`src/design/wdt_cfg.svh`:
```
`ifndef WDT_CFG_SVH
`define WDT_CFG_SVH

// ****************************************************************
// Register map
// ****************************************************************
`define WDT_ADDR_W          16
`define WDT_MODE_ADDR       16'hFF49
`define WDT_PERIOD_ADDR     16'hFF4A
`define WDT_MODE_RESET      8'h00
`define WDT_PERIOD_RESET    3'h0

// ****************************************************************
// Field positions
// ****************************************************************
`define WDT_RUN_BIT         7
`define WDT_MODE_HI_BIT     4
`define WDT_MODE_LO_BIT     3
`define WDT_PERIOD_W        3

// ****************************************************************
// Counter and timing
// ****************************************************************
`define WDT_PRESC_W         8
`define WDT_UPPER_W         12
`define WDT_EXP_BASE        12
`define WDT_EXP_LAST        20
`define WDT_PERIOD_LAST     3'h7
`define WDT_VECTOR          16'h0004

`endif

```
`src/design/wdt_pkg.sv`:
```
`include "wdt_cfg.svh"

package wdt_pkg;

  // Operating mode from the two set-only mode bits
  typedef enum logic [1:0] {
    MODE_OFF      = 2'b00,
    MODE_INTERVAL = 2'b01,
    MODE_NMI      = 2'b10,
    MODE_RESET    = 2'b11
  } op_mode_t;

  // Register access request from the CPU side
  typedef struct packed {
    logic                   wr;       // Write strobe
    logic                   rd;       // Read strobe
    logic                   bit_op;   // Single-bit write when high
    logic [2:0]             bit_sel;  // Bit index for single-bit write
    logic [`WDT_ADDR_W-1:0] addr;
    logic [7:0]             wdata;    // Bit writes use wdata[0]
  } reg_req_t;

  // Prescaler state
  typedef struct packed {
    logic [1:0]             sync;     // Two-flop synchroniser
    logic                   last;     // Previous synchronised level
    logic [`WDT_PRESC_W-1:0] count;
  } presc_state_t;

  // Main block state
  typedef struct packed {
    logic                    run;
    logic [1:0]              mode;
    logic [`WDT_PERIOD_W-1:0] period;
    logic [`WDT_UPPER_W-1:0] upper;
    logic                    irq_flag;
    logic                    nmi;
    logic                    sys_rst;
    logic [7:0]              rdata;
  } wdt_state_t;

endpackage : wdt_pkg

```
`src/design/wdt_prescaler.sv`:
```
`timescale 1ns/10ps
`include "wdt_cfg.svh"

module wdt_prescaler
  import wdt_pkg::*;
(
  input  wire logic clk,
  input  wire logic rst_b,
  input  wire logic ce,
  input  wire logic sub_clk,   // Subsystem clock pin
  output logic      carry      // One-cycle pulse every 2^8 subsystem periods
);

  presc_state_t st_reg;
  presc_state_t st_next;
  logic         tick;

  // Rising edge of the synchronised subsystem clock
  assign tick  = ce && st_reg.sync[1] && !st_reg.last;
  assign carry = tick && (st_reg.count == {`WDT_PRESC_W{1'b1}});

  // Prescaler runs freely, never cleared by a restart
  always_comb begin
    st_next       = st_reg;
    st_next.sync  = {st_reg.sync[0], sub_clk};
    st_next.last  = st_reg.sync[1];
    if (tick) begin
      st_next.count = st_reg.count + 1'b1;
    end
  end

  // State register
  always_ff @(posedge clk or negedge rst_b) begin
    if (!rst_b) begin
      st_reg <= '0;
    end else if (ce) begin
      st_reg <= st_next;
    end
  end

endmodule : wdt_prescaler

```
`src/design/watchdog_interval_timer.sv`:
```
// Summary of operation
// Period code 0..7 selects overflow at 2^12..2^18 or 2^20 subsystem periods.
// External reset clears mode and period registers, stopping the count.
// Writing one to the go bit clears the counter and starts counting.
// Software cannot clear the go bit; only reset stops the count.
// Both mode bits are set-only until reset.
// Mode 01 is interval timer with a maskable interrupt each overflow.
// Mode 10 raises a non-maskable interrupt on overflow.
// Mode 11 requests a system reset on overflow.
// Interval counting begins only when the go bit is written to one.
// Interval mode raises the interrupt once every selected period.
// Restart clears upper stages only; prescaler keeps running.
// Software checks the interrupt flag is clear before setting mode bit 4.
// Selecting watchdog mode with the flag already set raises a non-maskable interrupt.
// Watchdog interrupt vector is 0004H.
// Mode register takes bit and byte writes; period register takes byte writes.
// Software rewrites the go bit within each period in watchdog modes.
// Interrupt mask gates only the interval mode request.
// Overflow in interval or mode 10 sets the flag until cleared.
// Mode 00 overflow does nothing; unused bits read zero, ignore writes.
`timescale 1ns/10ps
`include "wdt_cfg.svh"

module watchdog_interval_timer
  import wdt_pkg::*;
(
  input  wire logic        clk,
  input  wire logic        rst_b,
  input  wire logic        ce,
  input  wire logic        sub_clk,
  input  reg_req_t         reg_req,
  output logic      [7:0]  rdata,
  input  wire logic        watchdog_irq_mask,
  input  wire logic        irq_flag_clr,
  output logic             watchdog_irq_flag,
  output logic             watchdog_irq,
  output logic             nmi_req,
  output logic             sys_reset_req,
  output logic      [15:0] watchdog_vector
);

  // ****************************************************************
  // Declarations
  // ****************************************************************
  wdt_state_t              st_reg;
  wdt_state_t              st_next;
  logic                    carry;
  logic                    ovf;
  logic [`WDT_UPPER_W-1:0] ovf_mask;
  logic [4:0]              exp_sel;
  logic                    mode_wr;
  logic                    period_wr;
  logic [7:0]              mode_wval;
  logic [7:0]              mode_rval;
  logic [7:0]              period_rval;

  // ****************************************************************
  // Prescaler
  // ****************************************************************
  wdt_prescaler u_presc (
    .clk     (clk),
    .rst_b   (rst_b),
    .ce      (ce),
    .sub_clk (sub_clk),
    .carry   (carry)
  );

  // ****************************************************************
  // Overflow selection
  // ****************************************************************
  // Exponent 12..18 for codes 0..6, 20 for code 7
  assign exp_sel = (st_reg.period == `WDT_PERIOD_LAST) ? 5'(`WDT_EXP_LAST)
                 : 5'(`WDT_EXP_BASE) + 5'(st_reg.period);

  // Mask of upper stages that must all be one before the carry
  genvar gi;
  generate
    for (gi = 0; gi < `WDT_UPPER_W; gi++) begin : g_mask
      assign ovf_mask[gi] = (5'(gi) < (exp_sel - 5'(`WDT_PRESC_W)));
    end
  endgenerate

  // Overflow repeats every period because the counter wraps modulo the mask
  assign ovf = st_reg.run && carry && ((st_reg.upper & ovf_mask) == ovf_mask);

  // ****************************************************************
  // Register decode
  // ****************************************************************
  assign mode_wr   = ce && reg_req.wr && (reg_req.addr == `WDT_MODE_ADDR);
  assign period_wr = ce && reg_req.wr && !reg_req.bit_op && (reg_req.addr == `WDT_PERIOD_ADDR);

  // Value written to the mode register, byte or single bit
  always_comb begin
    mode_wval = mode_rval;
    if (reg_req.bit_op) begin
      mode_wval[reg_req.bit_sel] = reg_req.wdata[0];
    end else begin
      mode_wval = reg_req.wdata;
    end
  end

  // Read views, unused bits zero
  assign mode_rval   = {st_reg.run, 2'b00, st_reg.mode, 3'b000};
  assign period_rval = {5'b00000, st_reg.period};

  // ****************************************************************
  // Next state
  // ****************************************************************
  always_comb begin
    st_next     = st_reg;
    st_next.nmi = 1'b0;
    // Upper stages advance on each prescaler carry while running
    if (st_reg.run && carry) begin
      st_next.upper = st_reg.upper + 1'b1;
    end
    if (period_wr) begin
      st_next.period = reg_req.wdata[`WDT_PERIOD_W-1:0];
    end
    if (mode_wr) begin
      st_next.mode[1] = st_reg.mode[1] | mode_wval[`WDT_MODE_HI_BIT];
      st_next.mode[0] = st_reg.mode[0] | mode_wval[`WDT_MODE_LO_BIT];
      if (mode_wval[`WDT_RUN_BIT]) begin
        st_next.run   = 1'b1;
        st_next.upper = '0;
      end
      // Late select of a watchdog mode with a pending flag
      if (!st_reg.mode[1] && mode_wval[`WDT_MODE_HI_BIT] && st_reg.irq_flag) begin
        st_next.nmi = 1'b1;
      end
    end
    // Overflow effects per mode
    if (ovf) begin
      case (op_mode_t'(st_reg.mode))
        MODE_INTERVAL: st_next.irq_flag = 1'b1;
        MODE_NMI: begin
          st_next.irq_flag = 1'b1;
          st_next.nmi      = 1'b1;
        end
        MODE_RESET:    st_next.sys_rst  = 1'b1;
        MODE_OFF:      st_next.sys_rst  = st_reg.sys_rst;
        default:       st_next.sys_rst  = st_reg.sys_rst;
      endcase
    end
    // Set wins over a simultaneous clear
    if (ce && irq_flag_clr && !(ovf && (st_reg.mode == MODE_INTERVAL || st_reg.mode == MODE_NMI))) begin
      st_next.irq_flag = 1'b0;
    end
    // Registered read data
    if (ce && reg_req.rd) begin
      case (reg_req.addr)
        `WDT_MODE_ADDR:   st_next.rdata = mode_rval;
        `WDT_PERIOD_ADDR: st_next.rdata = period_rval;
        default:          st_next.rdata = 8'h00;
      endcase
    end
  end

  // State register, cleared by external reset
  always_ff @(posedge clk or negedge rst_b) begin
    if (!rst_b) begin
      st_reg <= '0;
    end else if (ce) begin
      st_reg <= st_next;
    end
  end

  // ****************************************************************
  // Outputs
  // ****************************************************************
  assign rdata             = st_reg.rdata;
  assign watchdog_irq_flag = st_reg.irq_flag;
  assign watchdog_irq      = st_reg.irq_flag && !watchdog_irq_mask && (st_reg.mode == MODE_INTERVAL);
  assign nmi_req           = st_reg.nmi;
  assign sys_reset_req     = st_reg.sys_rst;
  assign watchdog_vector   = `WDT_VECTOR;

  // ****************************************************************
  // Assertions
  // ****************************************************************
  property p_run_sticky;
    @(posedge clk) disable iff (!rst_b) st_reg.run |=> st_reg.run;
  endproperty
  a_run_sticky: assert property (p_run_sticky) else $error("go bit cleared");

  property p_mode_sticky;
    @(posedge clk) disable iff (!rst_b) ((st_reg.mode & $past(st_reg.mode)) == $past(st_reg.mode));
  endproperty
  a_mode_sticky: assert property (p_mode_sticky) else $error("mode bit cleared");

  property p_stopped;
    @(posedge clk) disable iff (!rst_b) (!st_reg.run && !mode_wr) |=> (st_reg.upper == $past(st_reg.upper));
  endproperty
  a_stopped: assert property (p_stopped) else $error("counter moved while stopped");

  property p_restart;
    @(posedge clk) disable iff (!rst_b) (mode_wr && mode_wval[`WDT_RUN_BIT]) |=> (st_reg.run && st_reg.upper == '0);
  endproperty
  a_restart: assert property (p_restart) else $error("restart did not clear counter");

  property p_interval_irq;
    @(posedge clk) disable iff (!rst_b) (ovf && st_reg.mode == MODE_INTERVAL) |=> st_reg.irq_flag;
  endproperty
  a_interval_irq: assert property (p_interval_irq) else $error("interval flag missing");

  property p_nmi_mode;
    @(posedge clk) disable iff (!rst_b) (ovf && st_reg.mode == MODE_NMI) |=> (nmi_req && st_reg.irq_flag);
  endproperty
  a_nmi_mode: assert property (p_nmi_mode) else $error("nmi missing on overflow");

  property p_reset_mode;
    @(posedge clk) disable iff (!rst_b) (ovf && st_reg.mode == MODE_RESET) |=> sys_reset_req [*2];
  endproperty
  a_reset_mode: assert property (p_reset_mode) else $error("reset request missing");

  property p_off_mode;
    @(posedge clk) disable iff (!rst_b)
      (ovf && st_reg.mode == MODE_OFF && !mode_wr) |=> (!nmi_req && !sys_reset_req);
  endproperty
  a_off_mode: assert property (p_off_mode) else $error("event in off mode");

  property p_late_nmi;
    @(posedge clk) disable iff (!rst_b)
      (mode_wr && !st_reg.mode[1] && mode_wval[`WDT_MODE_HI_BIT] && st_reg.irq_flag) |=> nmi_req;
  endproperty
  a_late_nmi: assert property (p_late_nmi) else $error("late select nmi missing");

  property p_mask_scope;
    @(posedge clk) disable iff (!rst_b) st_reg.mode[1] |-> !watchdog_irq;
  endproperty
  a_mask_scope: assert property (p_mask_scope) else $error("maskable request in watchdog mode");

endmodule : watchdog_interval_timer

```
`config.mk`:
```
export PLATFORM = sky130hd
export DESIGN_NAME = watchdog_interval_timer
export DESIGN_NICKNAME = d
export VERILOG_FILES = /design/src/design/wdt_pkg.sv /design/src/design/wdt_prescaler.sv /design/src/design/watchdog_interval_timer.sv
export VERILOG_INCLUDE_DIRS = /design/src /design/src/design
export SDC_FILE = /design/constraint.sdc
export NUM_CORES = 1
export LEC_CHECK = 0
export BUFFER_PORTS_ARGS = -buffer_cell sky130_fd_sc_hd__buf_4
export CORE_AREA = 8 8 74 76
export DETAILED_ROUTE_END_ITERATION = 10
export DIE_AREA = 0 0 82 84
export PLACE_DENSITY_LB_ADDON = 0.05
export SYNTH_ARGS = -nofsm -noshare
export SYNTH_HDL_FRONTEND = slang
export SYNTH_HIERARCHICAL = 1
export SYNTH_SLANG_ARGS = --single-unit
export TNS_END_PERCENT = 30
```
`constraint.sdc`:
```
create_clock -name clk -period 2.4 [get_ports clk]
set_input_delay 0.48 -clock clk [delete_from_list [all_inputs] [get_ports clk]]
set_output_delay 0.48 -clock clk [all_outputs]
set_load 0.01 [all_outputs]
```
Word level (Yosys, flattened, before mapping) --
Index checks and enable logic that the tools add are counted.
Storage, ports and cells: register bits 40, input port bits 36, output and inout bits 28, logic and storage cells 90
Operators by class: add/subtract/negate cells 4, $lt $le $gt $ge 14, equality and inequality tests 8, multiplexer cells 16, bitwise logic cells 3, reduce and logical (&&, ||, !) cells 34
Operator list (count):
- 2-to-1 mux 12 bit | 3
- == test 16 bit, second input constant | 2
- < comparator 3 x 5 -> 1 bit, first input constant | 4
- < comparator 4 x 5 -> 1 bit, first input constant | 4
- logical AND 1 bit | 18
- one-hot mux 8 bit (2 select lines) | 1
- adder 12 x 1 -> 12 bit, second input constant | 1
- bitwise AND 12 bit | 1
- == test 12 bit | 1
- < comparator 1 x 5 -> 1 bit, first input constant | 2
- < comparator 2 x 5 -> 1 bit, first input constant | 2
- AND reduction 3 bit | 3
- adder 8 x 1 -> 8 bit, second input constant | 1
- bitwise mux 8 bit | 1
- == test 8 bit, second input constant | 1
- 2-to-1 mux 8 bit | 1
- AND reduction 2 bit | 4
- 2-to-1 mux 1 bit | 7
- adder 4 x 3 -> 5 bit, first input constant | 1
- logical NOT 1 bit | 5
- 2-to-1 mux 5 bit | 1
- subtractor 5 x 4 -> 5 bit, second input constant | 1
- == test 2 bit, second input constant | 2
- < comparator 3 x 4 -> 1 bit, second input constant | 1
- 9 further kinds | 11

Longest topological paths before layout --
depth after elaboration 13, gate-level depth with buffers 9, depth with buffers taken out 8

By module --
Netlist, hierarchy kept.
By module, submodules not included:
- watchdog_interval_timer | times used 1, cells an instance 159, area an instance 1611.5 µm², sequential area each 675.6 µm²
- wdt_prescaler | times used 1, cells an instance 37, area an instance 479.2 µm², sequential area each 275.3 µm²

Least setup slack after synthesis --
No wires, ideal clock.
path type reg2reg, start point reg u_presc/st_reg[0] (netlist bit), end point reg st_reg (netlist bit nmi_req), setup time 0.067 ns, arrival time 1.992 ns, required time 2.333 ns, path slack 0.341 ns, cell stages (with the launch flop) 9, buffers on the path 1, period minus slack after synthesis 2.059 ns, path through dfrtp_1 ha_1 nand4b_2 nor3_1 and3_1 clkbuf_1 o2111ai_1 nor4bb_1 a221o_1
Between the ends: longest elaborated chain between the ends 5
Ends and longest elaborated chain:
- start, declared | line wdt_prescaler.sv:14 | presc_state_t st_reg;
- start signal, assigned | line wdt_prescaler.sv:37 | st_reg <= st_next;
- == test 8 bit | line wdt_prescaler.sv:20 | assign carry = tick && (st_reg.count == {`WDT_PRESC_W{1'b1}});
- logical AND 1 bit | line wdt_prescaler.sv:20
- via carry | line watchdog_interval_timer.sv:47 | logic carry;
- logical AND 1 bit (2 in a row) | line watchdog_interval_timer.sv:84 | assign ovf = st_reg.run && carry && ((st_reg.upper & ovf_mask) == ovf_mask);
- 2-to-1 mux 3 bit | line watchdog_interval_timer.sv:132 | if (ovf) begin
- end signal, assigned | line watchdog_interval_timer.sv:163 | st_reg <= st_next;
- end, declared | line watchdog_interval_timer.sv:45 | wdt_state_t st_reg;
The timed path passes the listed nets, and every way through them passes these cells. The select of a mux whose other input is x is not followed. A chain may end at the register's enable or synchronous reset.

Worst setup path in the final report --
start point reg u_presc/st_reg[1] (netlist bit), end point reg st_reg (netlist bit nmi_req)
The elaborated chain is that of the path after synthesis.

==> results.cfg <==
[global_route]
antenna_found_initial = 0
gr-total-overflow = 0
grt_pass1_wl_um = 7134
gr-usage-met3 = 0.03664
grtUsageMet2 = 0.2105
grt_pass1_vias = 1552
gr-usage-met1 = 0.1560
grt.busiest_layer = met2
grt_usage = 0.1293
grt_max_degree = 39

[timing]
fin_hold_ws_ps = 136.5
final-max-slew-violation-count = 0
finalCritPeriodShare = 0.8814
post-route-min-period_ps = 2115
skew_ps = 9.075
hold_viol_final = 0
rsz0062_at_grt = false
tns_ps = 0
setup_viol = 0
fmax_mhz = 472.7

[critical_path]
crit_path_start = u_presc/st_reg[1]
worstPathMaxFanout = 4
required_ps = 2630
start_kind = flip-flop
r2r_cells = 8
r2r_slack_ps = 280
r2r-end = nmi_req
path_buf_inv = 1
worst_ep_arrival_time_ps = 2340
cp-end-kind = flip-flop
max_stage_delay_ps = 380
crit_chain = ha_1, nand4b_2, nor3_1, and3_1, o2111ai_1, nor4bb_1, buf_4, a221o_1
worstReg2RegStart = u_presc/st_reg[1]
crit_family = simple AND/OR/NAND/NOR gates
crit_slowest_cell = dfrtp_1
path_class = flip-flop to flip-flop

[layout]
fillers = 383
fin_nets = 281
largest_register_ffs = 12
diodes = 0
area_growth_syn_to_layout_pct = 18.43
drive_gt1_frac = 0.2917
multi_input_area_um2 = 980.9
regArea_um2 = 950.9
stdcell_count = 292

[logic_synthesis]
synth_ff_type = dfrtp_1
synthArstFlopShare = 1.000
synth_warnings = 6
synth_cell_types = 44
synth_area_um2 = 2091
ys_ff_latch = 38
postSynthCellCount = 196
yosysSeqAreaShare = 0.4548
avgSynthCellArea_um2 = 10.67
synth_edf_count = 0

[die]
die-area_um2 = 6888
io_pins = 64
core_um2 = 4264
die_h_um = 84
initial_core_util = 0.4903
rows = 24
die_x_um = 82

[clock_tree]
clockRootBuffer = clkbuf_8
cts_htree_levels = 2
cts_buffers = 5
clock_path_buffers = 2
cts_tree = done
hold_buffers = 0
clk_pin_slew_ps = 80
clock_latency_ps = 280
clock-sinks = 38
post_cts_buffers = 0
ctsResizeCount = 0

[place]
port_buffers = 43
dpl.hpwl_um = 3435
dp_cells = 284
routabilityCongestion = 0.8098

[detailed_routing]
drt_iter0_drc = 68
drcViolationCount = 0
num_vias = 1501
final_antenna_net_count = 0
routed_wl_um = 4364
wl_per_cell_um = 14.95
viasPerCell = 5.140
dr.pass1.iters = 5

[pwr]
max-vdd-ir-drop_v = 0.0002747
power.total_mw = 1.344
p_leak_nw = 1.273
power.density_nw_per_um2 = 542.9

[worst_hold_path]
hold_class = primary input to asynchronous set/reset pin

[outcome]
status = completed

[flow_run]
drv_cap = 0
[report_power, final]
group          switching [mW]  internal [mW]  total [mW]
Combinational          0.0785         0.0851       0.164
Clock                   0.217          0.231       0.448
Sequential             0.0477          0.685       0.733
[how the worst max path moves through the flow]
stage                  to  slack, ps  cells after the start
2_1_floorplan     nmi_req        340                      8
3_3_place_gp   st_reg[14]        180                      7
3_5_place_dp   st_reg[20]        190                      7
4_1_cts           nmi_req        260                      8
5_1_grt           nmi_req         80                      8
6_report          nmi_req        280                      8
[routing by layer]
metal	vias up	part of all wire
met1	717	0.42
met5	-	0
met2	55	0.48
li1	720	-
met3	9	0.088
met4	0	0.014
[per-stage QoR]
stage                 util  setup slack, ps  instance area, um^2
detailed placement  0.5584            185.0                 2381
global placement    0.5584            177.3                 2381
finish              0.5807            284.5                 2476
floorplan                -            340.8                 2151
global route        0.5807            77.94                 2476
CTS                 0.5807            262.2                 2476
[synthesized netlist by cell type (all sizes together), types with 4 or more instances]
cell type / count / share of area
dfrtp: 38 / 0.45
buf: 26 / 0.094
nor2: 20 / 0.036
xor2: 14 / 0.059
nand2: 13 / 0.023
nand4: 8 / 0.027
a22o: 7 / 0.029
mux2: 7 / 0.038
nand3: 7 / 0.017
ha: 6 / 0.036
inv: 5 / 0.0090
nor3: 4 / 0.012
xnor2: 4 / 0.017
[area by class of cell]
class | instances | share of cell area
clock buffer | 6 | 0.03335
clock inverter | 2 | 0.005053
inverter | 5 | 0.007580
multi-input combinational | 142 | 0.3962
sequential | 38 | 0.3840
tap | 52 | 0.02628
timing repair buffer | 47 | 0.1475
[placed cells by master, fill, tap and decap left out, types with 3 or more instances in the layout]
cell type / netlist / final
buf_4: 24 / 46
dfrtp_1: 38 / 38
nor2_1: 20 / 20
conb_1: 2 / 18
xor2_1: 14 / 14
nand2_1: 13 / 13
nand3_1: 7 / 7
nand4_1: 7 / 7
a22o_1: 7 / 7
ha_1: 6 / 6
clkbuf_8: 0 / 6
inv_1: 5 / 5
xnor2_1: 4 / 4
mux2_2: 4 / 4
and3_1: 3 / 3
o21ai_0: 3 / 3
nor3_1: 3 / 3
mux2_1: 3 / 3
[kinds of logic (layout without fill, tap and decap cells)]
group,after synthesis,in the layout,synth area share
and+or+nand+nor,71,71,0.1999
DFF,38,38,0.4548
buffers and inverters,32,60,0.1047
AOI/OAI and AO/OA,20,20,0.07840
xor gates and xnor gates,18,18,0.07540
muxes,9,9,0.04727
adders and majority gates,6,6,0.03591
other,2,18,0.003592
No activity file was read; power rests on OpenSTA's default activity.
